===== config.mk =====
export PLATFORM = sky130hd
export DESIGN_NAME = adc_host_ctrl
export DESIGN_NICKNAME = d
export VERILOG_FILES = /design/src/hw/adc_host_pkg.sv /design/src/hw/result_if.sv /design/src/hw/result_decode.sv /design/src/hw/adc_host_ctrl.sv
export SDC_FILE = /design/constraint.sdc
export NUM_CORES = 1
export LEC_CHECK = 0
export ABC_AREA = 1
export BUFFER_PORTS_ARGS = -buffer_cell sky130_fd_sc_hd__buf_2
export CAP_MARGIN = 20
export CORE_MARGIN = 5
export CORE_UTILIZATION = 40
export DETAILED_ROUTE_END_ITERATION = 7
export HOLD_SLACK_MARGIN = 0.03
export MAX_ROUTING_LAYER = met4
export PLACE_DENSITY_LB_ADDON = 0.12
export REMOVE_ABC_BUFFERS = 1
export SLEW_MARGIN = 20
export SYNTH_ARGS = -nofsm -noshare
export SYNTH_HDL_FRONTEND = slang
export SYNTH_SLANG_ARGS = --single-unit
export TNS_END_PERCENT = 30

===== constraint.sdc =====
create_clock -name i_ref_clk -period 2 [get_ports i_ref_clk]
set_input_delay 0.2 -clock i_ref_clk [delete_from_list [all_inputs] [get_ports i_ref_clk]]
set_output_delay 0.2 -clock i_ref_clk [all_outputs]
set_load 0.01 [all_outputs]

===== src/hw/adc_host_pkg.sv =====
package adc_host_pkg;
	// ==========================================================
	// register map
	localparam logic [7:0] REG_CTRL = 8'h00;
	localparam logic [7:0] REG_OFFSET = 8'h04;
	localparam logic [7:0] REG_CMD = 8'h08;
	localparam logic [7:0] REG_STATUS = 8'h0C;
	localparam logic [7:0] REG_RESULT = 8'h10;
	// field positions
	localparam int unsigned CTRL_MODE_TWO_BIT = 0;
	localparam int unsigned CTRL_SAT_BIT = 1;
	localparam int unsigned CMD_START_BIT = 0;
	localparam int unsigned STAT_BUSY_BIT = 0;
	localparam int unsigned STAT_DONE_BIT = 1;
	localparam int unsigned STAT_OFF_ERR_BIT = 2;
	localparam int unsigned STAT_WR_PEND_BIT = 3;
	localparam int unsigned RES_RANGE_BIT = 16;
	localparam int unsigned RES_SIGN_BIT = 17;
	localparam int unsigned RES_PREV_BIT = 18;
	// reset values
	localparam logic CTRL_RST_MODE_TWO = 1'b0;
	localparam logic CTRL_RST_SAT = 1'b1;
	localparam logic [9:0] OFFSET_RST = 10'h000;
	// offset span
	localparam int OFFSET_MIN = -327;
	localparam int OFFSET_MAX = 327;
	// ==========================================================
	// timing
	localparam int unsigned CLK_FREQ_MHZ = 10;
	localparam int unsigned TRIG_LOW_NS = 100;
	localparam int unsigned WR_PULSE_NS = 100;
	localparam int unsigned RD_ACCESS_NS = 100;
	localparam int unsigned QUIET_NS = 100;
	localparam int unsigned MODE_ONE_PERIOD_NS = 400;
	// least time in ns to whole cycles, never below one
	function automatic int unsigned ns_to_cyc(input int unsigned ns);
		int unsigned c;
		c = (ns * CLK_FREQ_MHZ + 999) / 1000;
		return (c < 1) ? 1 : c;
	endfunction : ns_to_cyc
	localparam int unsigned TRIG_CYC = ns_to_cyc(TRIG_LOW_NS);
	localparam int unsigned WR_CYC = ns_to_cyc(WR_PULSE_NS);
	localparam int unsigned RD_CYC = ns_to_cyc(RD_ACCESS_NS);
	localparam int unsigned QUIET_CYC = ns_to_cyc(QUIET_NS);
	localparam int unsigned MODE_ONE_CYC = ns_to_cyc(MODE_ONE_PERIOD_NS);
	// ==========================================================
	// sequencer states
	typedef enum logic [2:0] {
		ST_IDLE = 3'b000,
		ST_WRITE = 3'b001,
		ST_TRIG = 3'b010,
		ST_WAIT_LOW = 3'b011,
		ST_WAIT_HIGH = 3'b100,
		ST_READ = 3'b101,
		ST_QUIET = 3'b110
	} state_t;
endpackage : adc_host_pkg


===== src/hw/result_if.sv =====
`timescale 1ns/100ps
`default_nettype none
// ==========================================================
// raw bus word to decoded value
interface result_if;
	logic [12:0] word;
	logic signed [15:0] value;
	logic range_flag;
	logic sign_flag;
	modport decoder (input word, output value, range_flag, sign_flag);
	modport user (output word, input value, range_flag, sign_flag);
endinterface : result_if
`default_nettype wire


===== src/hw/result_decode.sv =====
`timescale 1ns/100ps
`default_nettype none
module result_decode (
	result_if.decoder r
);
	// ==========================================================
	// flag decode
	always_comb begin
		r.range_flag = r.word[12];
		r.sign_flag = r.word[12] & r.word[11];
		if (r.sign_flag) begin
			r.value = {{3{r.word[12]}}, r.word};
		end else if (r.range_flag) begin
			r.value = {3'b000, r.word};
		end else begin
			r.value = {4'b0000, r.word[11:0]};
		end
	end
endmodule : result_decode
`default_nettype wire


===== src/hw/adc_host_ctrl.sv =====
// Decided for this implementation: the register addresses and strobed register access.
`timescale 1ns/100ps
`default_nettype none
module adc_host_ctrl #(
	parameter int unsigned CNT_W = 8
) (
	input wire logic i_ref_clk,
	input wire logic i_nrst,
	input wire logic i_ce,
	input wire logic [7:0] i_addr,
	input wire logic [31:0] i_wdata,
	input wire logic i_wr,
	input wire logic i_rd,
	output logic [31:0] o_rdata,
	output logic o_sample_trigger_n,
	input wire logic i_busy,
	output logic o_select_n,
	output logic o_read_n,
	output logic o_write_n,
	input wire logic [12:0] i_result_bus,
	output logic [12:0] o_result_bus,
	output logic o_result_bus_oe,
	output logic [1:0] o_mode_sel,
	output logic o_saturate_select
);
	// ==========================================================
	// elaboration checks
	if (adc_host_pkg::TRIG_CYC >= 2 ** CNT_W || adc_host_pkg::WR_CYC >= 2 ** CNT_W ||
		adc_host_pkg::RD_CYC >= 2 ** CNT_W || adc_host_pkg::QUIET_CYC >= 2 ** CNT_W) begin : g_bad
		$error("counter too narrow for timing counts");
	end
	if (CNT_W < 2) begin : g_narrow
		$error("counter width below two");
	end
	// mode one pacing
	// trigger, two busy waits, read, quiet and idle bound the loop from below
	if (adc_host_pkg::TRIG_CYC + adc_host_pkg::RD_CYC + adc_host_pkg::QUIET_CYC + 3 <
		adc_host_pkg::MODE_ONE_CYC) begin : g_fast
		$error("sequencer loop faster than mode one limit");
	end

	// ==========================================================
	// state
	typedef struct packed {
		adc_host_pkg::state_t st;
		logic [CNT_W-1:0] cnt;
		logic mode_two;
		logic sat;
		logic [9:0] offset;
		logic [12:0] wr_word;
		logic wr_pend;
		logic conv_pend;
		logic done;
		logic off_err;
		logic prev;
		logic [12:0] raw;
		logic [31:0] rdata;
	} host_state_t;

	host_state_t q;
	host_state_t d;
	logic signed [15:0] wr_val;
	logic wr_ok;

	result_if res ();

	result_decode u_decode (
		.r(res.decoder)
	);

	assign res.word = q.raw;

	// offset span check on a software value
	function automatic logic in_span(input logic signed [15:0] v);
		return (v >= 16'(adc_host_pkg::OFFSET_MIN)) && (v <= 16'(adc_host_pkg::OFFSET_MAX));
	endfunction : in_span

	// counter load value for a cycle count
	function automatic logic [CNT_W-1:0] load(input int unsigned cyc);
		return CNT_W'(cyc - 1);
	endfunction : load

	assign wr_val = i_wdata[15:0];
	assign wr_ok = in_span(wr_val);

	// ==========================================================
	// next state
	always_comb begin
		d = q;
		d.rdata = 32'h0000_0000;
		// register writes
		if (i_wr) begin
			unique case (i_addr)
				adc_host_pkg::REG_CTRL: begin
					d.mode_two = i_wdata[adc_host_pkg::CTRL_MODE_TWO_BIT];
					d.sat = i_wdata[adc_host_pkg::CTRL_SAT_BIT];
				end
				adc_host_pkg::REG_OFFSET: begin
					// newest write replaces the pending one
					if (wr_ok) begin
						d.offset = wr_val[9:0];
						d.wr_pend = 1'b1;
					end else begin
						d.off_err = 1'b1;
					end
				end
				adc_host_pkg::REG_CMD: begin
					if (i_wdata[adc_host_pkg::CMD_START_BIT]) begin
						d.conv_pend = 1'b1;
					end
				end
				default: begin
				end
			endcase
		end
		// register reads, clear-on-read flags lose to a same-cycle set, off_err's above, done's below
		if (i_rd) begin
			unique case (i_addr)
				adc_host_pkg::REG_CTRL: begin
					d.rdata[adc_host_pkg::CTRL_MODE_TWO_BIT] = q.mode_two;
					d.rdata[adc_host_pkg::CTRL_SAT_BIT] = q.sat;
				end
				adc_host_pkg::REG_STATUS: begin
					d.rdata[adc_host_pkg::STAT_BUSY_BIT] = (q.st != adc_host_pkg::ST_IDLE);
					d.rdata[adc_host_pkg::STAT_DONE_BIT] = q.done;
					d.rdata[adc_host_pkg::STAT_OFF_ERR_BIT] = q.off_err;
					d.rdata[adc_host_pkg::STAT_WR_PEND_BIT] = q.wr_pend;
					if (!(i_wr && i_addr == adc_host_pkg::REG_OFFSET && !wr_ok)) begin
						d.off_err = 1'b0;
					end
				end
				adc_host_pkg::REG_RESULT: begin
					d.rdata[15:0] = res.value;
					d.rdata[adc_host_pkg::RES_RANGE_BIT] = res.range_flag;
					d.rdata[adc_host_pkg::RES_SIGN_BIT] = res.sign_flag;
					d.rdata[adc_host_pkg::RES_PREV_BIT] = q.prev;
					d.done = 1'b0;
				end
				default: begin
				end
			endcase
		end
		// sequencer
		unique case (q.st)
			adc_host_pkg::ST_IDLE: begin
				// offset write goes out only while idle
				if (q.wr_pend) begin
					d.st = adc_host_pkg::ST_WRITE;
					// top three bits forced to zero
					d.wr_word = {3'b000, q.offset};
					d.wr_pend = (i_wr && i_addr == adc_host_pkg::REG_OFFSET && wr_ok);
					d.cnt = load(adc_host_pkg::WR_CYC);
				end else if (q.conv_pend) begin
					// trigger falls to start a conversion
					d.st = adc_host_pkg::ST_TRIG;
					d.conv_pend = i_wr && i_addr == adc_host_pkg::REG_CMD &&
						i_wdata[adc_host_pkg::CMD_START_BIT];
					d.cnt = load(adc_host_pkg::TRIG_CYC);
				end
			end
			adc_host_pkg::ST_WRITE: begin
				if (q.cnt == '0) begin
					d.st = adc_host_pkg::ST_QUIET;
					d.cnt = load(adc_host_pkg::QUIET_CYC);
				end else begin
					d.cnt = q.cnt - 1'b1;
				end
			end
			adc_host_pkg::ST_TRIG: begin
				if (q.cnt == '0) begin
					d.st = adc_host_pkg::ST_WAIT_LOW;
				end else begin
					d.cnt = q.cnt - 1'b1;
				end
			end
			adc_host_pkg::ST_WAIT_LOW: begin
				if (!i_busy) begin
					d.st = adc_host_pkg::ST_WAIT_HIGH;
				end
			end
			adc_host_pkg::ST_WAIT_HIGH: begin
				// read only once busy has risen
				if (i_busy) begin
					d.st = adc_host_pkg::ST_READ;
					d.cnt = load(adc_host_pkg::RD_CYC);
				end
			end
			adc_host_pkg::ST_READ: begin
				if (q.cnt == '0) begin
					// mode one word is this conversion
					// mode two word is the previous sample
					d.raw = i_result_bus;
					d.prev = q.mode_two;
					d.done = 1'b1;
					d.st = adc_host_pkg::ST_QUIET;
					d.cnt = load(adc_host_pkg::QUIET_CYC);
				end else begin
					d.cnt = q.cnt - 1'b1;
				end
			end
			adc_host_pkg::ST_QUIET: begin
				if (q.cnt == '0) begin
					d.st = adc_host_pkg::ST_IDLE;
				end else begin
					d.cnt = q.cnt - 1'b1;
				end
			end
			default: begin
				d.st = adc_host_pkg::ST_IDLE;
			end
		endcase
	end

	// ==========================================================
	// state register
	always_ff @(posedge i_ref_clk) begin
		if (!i_nrst) begin
			q.st <= adc_host_pkg::ST_IDLE;
			q.cnt <= '0;
			q.mode_two <= adc_host_pkg::CTRL_RST_MODE_TWO;
			q.sat <= adc_host_pkg::CTRL_RST_SAT;
			q.offset <= adc_host_pkg::OFFSET_RST;
			q.wr_word <= 13'h0000;
			q.wr_pend <= 1'b0;
			q.conv_pend <= 1'b0;
			q.done <= 1'b0;
			q.off_err <= 1'b0;
			q.prev <= 1'b0;
			q.raw <= 13'h0000;
			q.rdata <= 32'h0000_0000;
		end else if (i_ce) begin
			q <= d;
		end
	end

	// ==========================================================
	// pins
	assign o_rdata = q.rdata;
	assign o_select_n = !(q.st == adc_host_pkg::ST_WRITE || q.st == adc_host_pkg::ST_READ);
	assign o_read_n = (q.st != adc_host_pkg::ST_READ);
	assign o_write_n = (q.st != adc_host_pkg::ST_WRITE);
	assign o_sample_trigger_n = (q.st != adc_host_pkg::ST_TRIG);
	assign o_result_bus = q.wr_word;
	// host drives only during its own write
	assign o_result_bus_oe = (q.st == adc_host_pkg::ST_WRITE);
	// pin0 for mode one, pin1 for mode two
	assign o_mode_sel = q.mode_two ? 2'b10 : 2'b01;
	assign o_saturate_select = q.sat;
endmodule : adc_host_ctrl
`default_nettype wire


==> impl_results.html <==
<table>
<tr><th>Metric</th><th>Value</th></tr>
<tr><th colspan="2">Place</th></tr>
<tr><td>Post-Place Cell Area</td><td>3780 sq um</td></tr>
<tr><td>Port Buffer Count</td><td>79</td></tr>
<tr><td>HPWL Detailed</td><td>6.05 mm</td></tr>
<tr><td>Number of placed instances with taps included</td><td>662</td></tr>
<tr><td>Gpl congestion</td><td>0.900</td></tr>
<tr><th colspan="2">Pwr</th></tr>
<tr><td>Peak supply drop</td><td>303 uV</td></tr>
<tr><td>P_leak</td><td>1.98 nW</td></tr>
<tr><td>Pwr Density</td><td>673 nW/um^2</td></tr>
<tr><th colspan="2">Timing</th></tr>
<tr><td>Relative slew slack</td><td>56.7%</td></tr>
<tr><td>Final min period</td><td>1760 ps</td></tr>
<tr><td>Share of the clock period used by the worst path</td><td>88.1%</td></tr>
<tr><td>Slew at the pin with the worst max-slew slack</td><td>648 ps</td></tr>
<tr><td>Endpoints failing setup</td><td>0</td></tr>
<tr><td>Setup repair after global routing missed its margin</td><td>false</td></tr>
<tr><td>Worst clock skew on the final layout</td><td>16.3 ps</td></tr>
<tr><td>Final Hold Viols</td><td>0</td></tr>
<tr><td>Fmax achieved</td><td>0.567 GHz</td></tr>
<tr><td>Sum of negative setup slack</td><td>0 ps</td></tr>
<tr><td>Max Slew Vio Count</td><td>0</td></tr>
<tr><th colspan="2">Floorplanning</th></tr>
<tr><td>Site Rows</td><td>34</td></tr>
<tr><td>Ports</td><td>112</td></tr>
<tr><td>Chip Width</td><td>105 um</td></tr>
<tr><td>Core Region</td><td>8720 sq um</td></tr>
<tr><td>Area of the die</td><td>10,900 sq um</td></tr>
<tr><td>Initial Utilization</td><td>41.0%</td></tr>
<tr><td>Die height</td><td>105 um</td></tr>
<tr><th colspan="2">Synth</th></tr>
<tr><td>Post-Synthesis Mean Instance Area</td><td>6.94 sq um</td></tr>
<tr><td>Cell area after synthesis</td><td>3580 sq um</td></tr>
<tr><td>Post-synthesis sequential element count</td><td>66</td></tr>
<tr><td>Share of async-settable or async-resettable flops after synthesis</td><td>0%</td></tr>
<tr><td>Yosys cell types</td><td>31</td></tr>
<tr><td>Ys flop type</td><td>dfxtp_1</td></tr>
<tr><td>Number of enable flip-flop cells after synthesis</td><td>0</td></tr>
<tr><td>Fraction of synthesized cell area taken by the top area cell type</td><td>36.9%</td></tr>
<tr><td>Share of synthesized area occupied by flip-flops and latches</td><td>36.9%</td></tr>
<tr><td>Area leader, netlist</td><td>dfxtp_1</td></tr>
<tr><td>Gate Count Post-Synth</td><td>515</td></tr>
<tr><td>Top area cells in the synthesized netlist</td><td>dfxtp_1 (37%), buf_4 (10%), nand2_1 (9.8%), nor2_1 (9.7%), nand3_1 (5.3%)</td></tr>
<tr><td>Warnings from Yosys</td><td>0</td></tr>
<tr><td>Most frequently used cell type in the post-synthesis netlist</td><td>nand2_1</td></tr>
<tr><td>Top cells by count, synth</td><td>nand2_1 (93), nor2_1 (92), dfxtp_1 (66)</td></tr>
<tr><th colspan="2">Layout</th></tr>
<tr><td>Filler cells</td><td>933</td></tr>
<tr><td>Final #Nets</td><td>631</td></tr>
<tr><td>Post-Layout Inst Area</td><td>3980 sq um</td></tr>
<tr><td>Number of standard cells in the final layout excluding fillers</td><td>678</td></tr>
<tr><td>Final core occ</td><td>45.6%</td></tr>
<tr><td>ANT cells</td><td>0</td></tr>
<tr><td>Layout area overhead</td><td>11.2%</td></tr>
<tr><td>Share of final-layout standard cells stronger than drive strength 1</td><td>23.7%</td></tr>
<tr><th colspan="2">Route</th></tr>
<tr><td>Final wirelength</td><td>8.09 mm</td></tr>
<tr><td>Uppermost layer routed</td><td>met4</td></tr>
<tr><td>Number of DRC violations after detailed-routing iteration 0</td><td>70</td></tr>
<tr><td>First-pass detailed-route iteration total</td><td>4</td></tr>
<tr><td>Via count normalized by instance count</td><td>4.61</td></tr>
<tr><td>M1 wire length</td><td>3.77 mm</td></tr>
<tr><td>Residual DRC</td><td>0</td></tr>
<tr><td>Met2 layer wire length in the routed design</td><td>3.73 mm</td></tr>
<tr><td>Detailed route wirelength on metal3</td><td>450 um</td></tr>
<tr><td>WL per Instance</td><td>11.9 um</td></tr>
<tr><td>Antenna Violating Nets Remaining</td><td>0</td></tr>
<tr><td>Vias</td><td>3,128</td></tr>
<tr><th colspan="2">Global routing</th></tr>
<tr><td>Wire length of the first global-routing pass</td><td>13.4 mm</td></tr>
<tr><td>Pin count of the biggest net entering global routing</td><td>26</td></tr>
<tr><td>Antenna violations before repair</td><td>0</td></tr>
<tr><td>Via count of the first global-routing pass</td><td>2,945</td></tr>
<tr><td>GRT Residual Overflow</td><td>0</td></tr>
<tr><td>Total routing resource utilization after global routing</td><td>15.2%</td></tr>
<tr><th colspan="2">Clocking</th></tr>
<tr><td>TritonCTS clock tree</td><td>done</td></tr>
<tr><td>Buffers inserted during post-CTS setup optimization</td><td>0</td></tr>
<tr><td>Clk sinks</td><td>66</td></tr>
<tr><td>Hold buffer count at CTS</td><td>0</td></tr>
<tr><td>Clock tree root buffer cell</td><td>clkbuf_8</td></tr>
<tr><td>Total CTS buffers</td><td>9</td></tr>
<tr><td>Maximum buffer depth of the clock tree</td><td>2</td></tr>
<tr><td>Htree depth</td><td>3</td></tr>
<tr><td>Clk_lat worst skew</td><td>350 ps</td></tr>
<tr><td>Clock transition at path regs</td><td>80 ps</td></tr>
<tr><th colspan="2">Setup path</th></tr>
<tr><td>Worst setup path category</td><td>reg2out</td></tr>
<tr><td>Crit end category</td><td>primary output</td></tr>
<tr><td>Critical Path AT</td><td>1560 ps</td></tr>
<tr><td>Slack of the worst reg-to-reg path</td><td>290 ps</td></tr>
<tr><td>Peak fanout along the critical path</td><td>6</td></tr>
<tr><td>Required time at the worst-slack endpoint</td><td>1800 ps</td></tr>
<tr><td>Startpoint Class</td><td>flop</td></tr>
<tr><td>Number of cell instances on the worst register-to-register path</td><td>10</td></tr>
<tr><th colspan="2">Hold path</th></tr>
<tr><td>Type of the tightest min-delay check</td><td>in2reg</td></tr>
<tr><td>Worst hold path cell count</td><td>3</td></tr>
<tr><th colspan="2">Run</th></tr>
<tr><td>Max-cap violation count</td><td>0</td></tr>
<tr><th colspan="2">Status</th></tr>
<tr><td>Status</td><td>finished clean</td></tr>
</table>
[layer usage]
metal | vias to the layer above | GRT usage [%]
met2 | 68 | 25.0
li1 | 1669 | -
met1 | 1378 | 18.0
met5 | - | -
met4 | 0 | 5.83
met3 | 13 | 3.39
[report_power, final]
part	internal, mW	switching, mW	leakage, nW
combinational	0.0737	0.138	1.35
sequential	1.32	0.00336	0.531
clock	0.584	0.559	0.104
total	1.97	0.700	1.98
[worst max-delay path, stage by stage (launching register included)]
cell,delay [ps]
dfxtp_1,430
inv_1,90
ha_1,290
inv_1,100
nor2_1,40
inv_1,120
buf_2,150
[registers in the layout, indices dropped and copies added, names as in the netlist]
| signal | count |
|---|---|
| res.word | 13 |
| o_result_bus | 10 |
| o_saturate_select | 1 |
| o_rdata | 15 |
| q | 27 |
[final timing paths]
path,from,to
setup / recovery,q[83],o_sample_trigger_n
hold / removal,i_result_bus[8],res.word[8]
setup reg to reg,q[83],q[75]
hold reg to reg,res.word[5],o_rdata[5]
[cell usage in the layout, fill, tap and decap left out]
master	netlist	layout
nor2_2	2	2
nor3_1	4	4
nand2_2	4	4
dfxtp_1	66	66
o211ai_1	2	2
xor2_1	1	1
inv_2	11	12
ha_1	7	7
buf_2	5	79
o21ai_1	12	12
nor2_8	1	1
nand2_4	1	1
bufinv_16	0	1
inv_6	0	2
clkinv_1	2	1
nor3_2	1	1
buf_4	49	7
clkinv_4	0	2
conb_1	1	16
inv_1	39	39
inv_4	2	2
o21a_1	1	1
nand3_1	38	38
clkinv_2	1	3
nor2_1	92	92
o21ai_0	26	26
a21oi_2	2	2
clkbuf_8	0	9
nand4_1	6	6
a21oi_1	31	31
nand2_1	93	93
nand3_4	3	3
nor2_4	4	4
[kinds of logic after synthesis]
| logic type | count (synthesis) | synth area share (%) |
|---|---|---|
| buf+inv | 117 | 18.2 |
| other cells | 1 | 0.105 |
| simple gates | 249 | 31.3 |
| flops | 66 | 36.9 |
| xor+xnor | 1 | 0.245 |
| compound gates | 74 | 10.8 |
| fa+ha+maj | 7 | 2.45 |
[area by class of cell]
class,instances,area [sq um],share of cell area (%)
clock inverter,7,75.1,1.89
clock buffer,9,124,3.12
inverter,55,213,5.35
sequential,66,1320,33.2
multi-input combinational,347,1660,41.8
timing repair buffer,86,448,11.3
tap,108,135,3.40
[metrics by stage]
stage | total power, mW | hold slack, ps | setup WS [ps]
finish | 2.68 | 69.5 | 237
global route | 2.77 | 78.0 | 123
CTS | 2.71 | 51.8 | 178
detailed placement | 1.56 | 433 | 192
global placement | 1.56 | 428 | 262
floorplan | 1.47 | 298 | 262
[timing repair]
item / CTS / global route
setup endpoints to repair: 0 / 2
resized for setup: 0 / 1
hold endpoints to repair: 0 / 0
No activity file was read; power rests on OpenSTA's default activity.
